[config.mk]
export PLATFORM = sky130hd
export DESIGN_NAME = sll_latch_loader
export DESIGN_NICKNAME = d
export VERILOG_FILES = /design/src/design/sll_pkg.sv /design/src/design/sll_rise_det.sv /design/src/design/sll_latch_loader.sv
export SDC_FILE = /design/constraint.sdc
export NUM_CORES = 1
export LEC_CHECK = 0
export ABC_CLOCK_PERIOD_IN_PS = 3550
export BUFFER_PORTS_ARGS = -buffer_cell sky130_fd_sc_hd__buf_2
export CORE_ASPECT_RATIO = 0.5
export CORE_UTILIZATION = 50
export DETAILED_ROUTE_END_ITERATION = 7
export PLACE_DENSITY = 0.73
export RECOVER_POWER = 100
export SYNTH_ARGS = -nofsm -noshare
export SYNTH_HDL_FRONTEND = slang
export SYNTH_SLANG_ARGS = --single-unit
[constraint.sdc]
create_clock -name i_core_clk -period 3.55 [get_ports i_core_clk]
set_input_delay 0.5325 -clock i_core_clk [delete_from_list [all_inputs] [get_ports i_core_clk]]
set_output_delay 0.5325 -clock i_core_clk [all_outputs]
set_load 0.01 [all_outputs]
[src/design/sll_pkg.sv]
package sll_pkg;

  // Serial word geometry
  localparam int unsigned WORD_W = 24;
  localparam int unsigned SEL_W = 2;

  // Monitor source field inside the function settings word
  localparam int unsigned MON_LSB = 4;
  localparam int unsigned MON_W = 3;
  localparam logic [MON_W-1:0] MON_LOCK = 3'h1;

  // Timing: core clock and fastest serial clock, both in MHz
  localparam int unsigned CORE_CLK_MHZ = 125;
  localparam int unsigned SCLK_MAX_MHZ = 20;
  // Core cycles per serial clock period at the fastest rate, rounded down
  localparam int unsigned SCLK_MIN_CYC = CORE_CLK_MHZ / SCLK_MAX_MHZ;

  // Reset values
  localparam logic [WORD_W-1:0] LATCH_RST = 24'h00_0000;
  localparam logic [2:0] SEEN_NONE = 3'h0;
  localparam logic [2:0] SEEN_ALL = 3'h7;

  // Latch selected by the last two bits shifted in
  typedef enum logic [SEL_W-1:0] {
    SEL_REF = 2'h0,
    SEL_AB = 2'h1,
    SEL_FUNC = 2'h2,
    SEL_INIT = 2'h3
  } sll_sel_e;

  // Three-wire serial pins as seen by the device
  typedef struct packed {
    logic sclk;
    logic data;
    logic strobe;
  } sll_ser_s;

  // Loaded latch contents
  typedef struct packed {
    logic [WORD_W-1:0] ref_cnt;
    logic [WORD_W-1:0] ab_cnt;
    logic [WORD_W-1:0] func;
  } sll_latch_s;

endpackage

[src/design/sll_rise_det.sv]
`timescale 1ns/10ps
`default_nettype none
module sll_rise_det (
  input wire logic i_core_clk,
  input wire logic i_srst,
  input wire logic i_sig,
  output logic o_rise
);
  logic prev;

  always_ff @(posedge i_core_clk) begin
    // Track the pin in reset, so a level high at release is no edge
    if (i_srst) begin
      prev <= i_sig;
    end else begin
      prev <= i_sig;
    end
  end

  assign o_rise = i_sig & ~prev;
endmodule
`default_nettype wire

[src/design/sll_latch_loader.sv]
`timescale 1ns/10ps
`default_nettype none
// How it works
// Each rising serial clock edge shifts one data bit into the register.
// A rising load strobe moves the last 24 shifted bits into a latch.
// The port is write-only; no latch content leaves on the serial lines.
// The host keeps the serial clock at or below 20 MHz.
// The host holds the strobe low while a new word is shifted in.
// The host sends each word as 24 bits, possibly as three bytes.
// The host raises the strobe after the last byte to finish the load.
// An SPI host uses clock phase zero so data is valid at the rising edge.
// After power-up the output waits for reference, AB and init writes.
// The monitor can present lock indication; power-down is host-driven.
// The last two bits route: 00 reference, 01 AB, 10 function, 11 init.
// Init sets the function word and pulses reset, once more on next AB.
// A low chip enable powers the device down at once, with no clock edge.
// Words arrive most significant bit first, so the select bits come last.
module sll_latch_loader
  import sll_pkg::*;
(
  input wire logic i_core_clk,
  input wire logic i_srst,
  input wire sll_pkg::sll_ser_s i_ser,
  input wire logic i_chip_enable,
  input wire logic i_lock_indication,
  output var sll_pkg::sll_latch_s o_latch,
  output logic o_counter_reset,
  output logic o_output_active,
  output logic o_power_down,
  output logic o_monitor
);
  import sll_pkg::*;

  // Sampling of the serial clock needs two core cycles per half period
  if (SCLK_MIN_CYC < 4) begin : g_rate_check
    $error("Core clock too slow to sample the serial clock");
  end

  logic sclk_rise;
  logic strobe_rise;
  logic [WORD_W-1:0] shreg;
  logic init_pending;
  logic [2:0] seen;
  sll_sel_e sel;
  logic load;

  assign sel = sll_sel_e'(shreg[SEL_W-1:0]);
  assign load = strobe_rise;

  sll_rise_det u_sclk_det (
    .i_core_clk(i_core_clk),
    .i_srst(i_srst),
    .i_sig(i_ser.sclk),
    .o_rise(sclk_rise)
  );

  sll_rise_det u_strobe_det (
    .i_core_clk(i_core_clk),
    .i_srst(i_srst),
    .i_sig(i_ser.strobe),
    .o_rise(strobe_rise)
  );

  ////////////////////////////////////////////////////////////////////////////
  // Input shift register

  // shift on rise
  // MSB first shifting
  always_ff @(posedge i_core_clk) begin
    if (i_srst) begin
      shreg <= LATCH_RST;
    end else if (sclk_rise) begin
      shreg <= {shreg[WORD_W-2:0], i_ser.data};
    end
  end

  ////////////////////////////////////////////////////////////////////////////
  // Latch transfer

  // transfer on strobe
  // route by select bits
  // latches only feed the core
  always_ff @(posedge i_core_clk) begin
    if (i_srst) begin
      o_latch <= {LATCH_RST, LATCH_RST, LATCH_RST};
    end else if (load) begin
      case (sel)
        SEL_REF: begin
          o_latch.ref_cnt <= shreg;
        end
        SEL_AB: begin
          o_latch.ab_cnt <= shreg;
        end
        SEL_FUNC, SEL_INIT: begin
          o_latch.func <= shreg;
        end
        default: begin
          o_latch.func <= o_latch.func;
        end
      endcase
    end
  end

  ////////////////////////////////////////////////////////////////////////////
  // Counter reset pulse

  // init arms one repeat
  always_ff @(posedge i_core_clk) begin
    if (i_srst) begin
      init_pending <= 1'b0;
    end else if (load && sel == SEL_INIT) begin
      init_pending <= 1'b1;
    end else if (load && sel == SEL_AB) begin
      init_pending <= 1'b0;
    end
  end

  // one-cycle reset pulse
  always_ff @(posedge i_core_clk) begin
    if (i_srst) begin
      o_counter_reset <= 1'b0;
    end else begin
      o_counter_reset <= load &&
        (sel == SEL_INIT || (sel == SEL_AB && init_pending));
    end
  end

  ////////////////////////////////////////////////////////////////////////////
  // Output enable after power-up programming

  // track required writes
  always_ff @(posedge i_core_clk) begin
    if (i_srst) begin
      seen <= SEEN_NONE;
    end else if (load) begin
      case (sel)
        SEL_REF: begin
          seen[0] <= 1'b1;
        end
        SEL_AB: begin
          seen[1] <= 1'b1;
        end
        SEL_INIT: begin
          seen[2] <= 1'b1;
        end
        default: begin
          seen <= seen;
        end
      endcase
    end
  end

  // active once all seen
  always_ff @(posedge i_core_clk) begin
    if (i_srst) begin
      o_output_active <= 1'b0;
    end else begin
      o_output_active <= (seen == SEEN_ALL) && i_chip_enable;
    end
  end

  // immediate power-down
  // Combinational on purpose: waiting for a core edge would delay shutdown
  assign o_power_down = ~i_chip_enable;

  // monitor shows lock
  always_ff @(posedge i_core_clk) begin
    if (i_srst) begin
      o_monitor <= 1'b0;
    end else begin
      o_monitor <= (o_latch.func[MON_LSB +: MON_W] == MON_LOCK) &&
        i_lock_indication;
    end
  end
endmodule
`default_nettype wire

==> results_dict.tcl <==
set metrics [dict create \
    status "complete, but fails checks" \
    violations "capacitance limit, slew limit" \
    period_minus_slack_ns 2.065 \
    maxSlewViolCount 104 \
    cts_max_level 3 \
    io_pins 83 \
    powerDensity_nw_per_um2 517.4 \
    die_x_um 122.9 \
    synth-edff-count 0 \
    synthArstFlopShare_pct 0 \
    crit_type "in -> reg" \
    maxCapViolations 1 \
    vias 3016 \
    grt-ovfl-total 0 \
    synthFlopType "dfxtp_1" \
    p_int_uw 1701 \
    track_usage_pct 22.75 \
    drt_pass1_iterations 4 \
    holdBufCountCts 0 \
    leakage_uw 0.001339 \
    wl_um 8031 \
    drive_gt1_share_pct 5.512 \
    critPathMaxFanout 103 \
    gp_congestion 0.7085 \
    ys_warn_count 0 \
    ant_nets 0 \
    ys_ff_latch 105 \
    portBuffers 82 \
    clockBufferDepth 2 \
    cp_data_required_time_ns 3.79 \
    grt_pass1_vias 2719 \
    clkLatencyLatePin_ns 0.34 \
    p_sw_uw 455.3 \
    start_util_pct 53.09 \
    die_h_um 62.46 \
    antenna_cells 0 \
    worstPathCellList "clkbuf_2, and4b_1" \
    cts_inserted_buffers 9 \
    num_rows 21 \
    cts_root_buf "clkbuf_16" \
    crit_family "buffers and inverters" \
    clock_sinks 105 \
    sw_frac_of_total_pct 21.11 \
    drt_iter0_drc 159 \
    syn_area_per_cell_um2 8.287 \
    seqPwrFrac_pct 54.9 \
    antenna_found_initial 0 \
    final_cell_mix "180 x nand2_1, 105 x dfxtp_1, 94 x a21oi_1" \
    grt_pass1_wl_um 13270 \
    max_stage_delay_ns 1.41 \
    post-cts-setup-buffers 0 \
    tritoncts "done" \
    arrival_ns 2.30 \
    fin_area_um2 4168 \
    skew_ns 0.005986 \
    finalHoldViolCount 0 \
    crit_buf_inv 1 \
    nets 510 \
    fmax_ghz 0.4843 \
    synth.distinct_cells 23 \
    p_clk_share_pct 42.5 \
    rsz0062_at_grt "false" \
    crit_path_top_delay_cell "clkbuf_2" \
    core-area_um2 6884 \
    drc_errors 0 \
    min_period_over_period_pct 58.17 \
    routed_via_density 5.027 \
    final-setup-viol-count 0 \
    wl_per_cell_um 13.39 \
    finalSetupTns_ns 0 \
    synth-seq-area-share_pct 57.51 \
    netlist_instances 441 \
    min_path_type "in -> reg" \
    syn-num-nets 448 \
    areaGrowthSynthToFinish_pct 14.04 \
    netlist_area_um2 3655 \
    die_area_um2 7676 \
    grt_max_degree 104 \
    place_area_um2 3993 \
    crit_path_start_kind "input pin" \
    utilization_pct 60.54 \
    clk_pin_slew_ns 0.07 \
    worst_pin_slew_ns 2.013 \
    mostFrequentLayoutCell "nand2_1" \
    comb_power_share_pct 2.6 \
    irDropWorstVdd_uv 288.6 \
    end_kind "flop" \
    dp_hpwl_um 4749 \
    relSlewSlack_pct -34.21 \
    post_cts_resized 0 \
]
[worst paths after layout]
path                                from               to  slack [ns]  cells past startpoint
worst min register to register   seen[0]  o_output_active        0.45                      2
worst max-delay path              i_srst        o_monitor        1.48                      2
worst min-delay path            i_ser[2]  u_sclk_det.prev        0.34                      1
worst max register to register  shreg[1]       o_latch[0]        1.72                      3
[synth_stat cells (2+ instances only)]
library cell,n,area [um2]
buf_2,6,30.03
a21oi_1,94,470.5
nor2_1,10,37.54
buf_4,3,22.52
nand2_2,4,25.02
buf_6,6,67.56
dfxtp_1,105,2102
nor3b_1,3,22.52
nand2_1,180,675.7
clkbuf_8,2,27.53
clkbuf_1,16,60.06
[registers in the layout, summed over array words and instances (netlist names)]
name and flops:
o_latch 72, shreg 24, seen 3, init_pending 1, o_counter_reset 1, o_monitor 1, o_output_active 1, u_sclk_det.prev 1
u_strobe_det.prev 1
[kinds of logic after synthesis]
logic type	after synthesis	share of synthesized area (%)
compound gates	94	12.87
buf+inv	34	5.786
flops	105	57.51
simple gates	208	23.83
[stage by stage]
stage | power (uW) | std cells | worst slack, ns | hold slack, ns
4_1_cts | 2183 | 600 | 1.711 | 0.3092
3_5_place_dp | 1269 | 584 | 1.566 | 0.4436
5_1_grt | 2236 | 600 | 1.361 | 0.3344
2_1_floorplan | 1261 | 441 | 2.160 | 0.4271
6_report | 2157 | 600 | 1.485 | 0.3445
3_3_place_gp | 1268 | 584 | 1.623 | 0.4387
[power groups by stage]
stage | Sequential [uW] | Combinational [uW] | Clock, uW
4_1_cts | 1180 | 57.4 | 941
3_3_place_gp | 1210 | 56.6 | 0
3_5_place_dp | 1210 | 57.1 | 0
2_1_floorplan | 1210 | 50.8 | 0
6_report | 1180 | 55.8 | 916
5_1_grt | 1180 | 62.1 | 989
[area by class of cell]
| type | count | area, um2 |
|---|---|---|
| clock inverter | 3 | 15.01 |
| fill | 684 | 2716 |
| inverter | 1 | 3.754 |
| tap | 92 | 115.1 |
| timing repair buffer | 84 | 327.8 |
| sequential | 105 | 2102 |
| multi-input combinational | 302 | 1344 |
| clock buffer | 13 | 260.3 |
[per-layer routing]
layer / vias up / track usage (%) / wire (um)
met5: - / 0 / 0
met4: 0 / 8.384 / 102
met3: 9 / 8.212 / 593
met2: 85 / 35.67 / 3577
met1: 1381 / 28.70 / 3759
li1: 1541 / - / -
No activity file was read; power rests on OpenSTA's default activity.
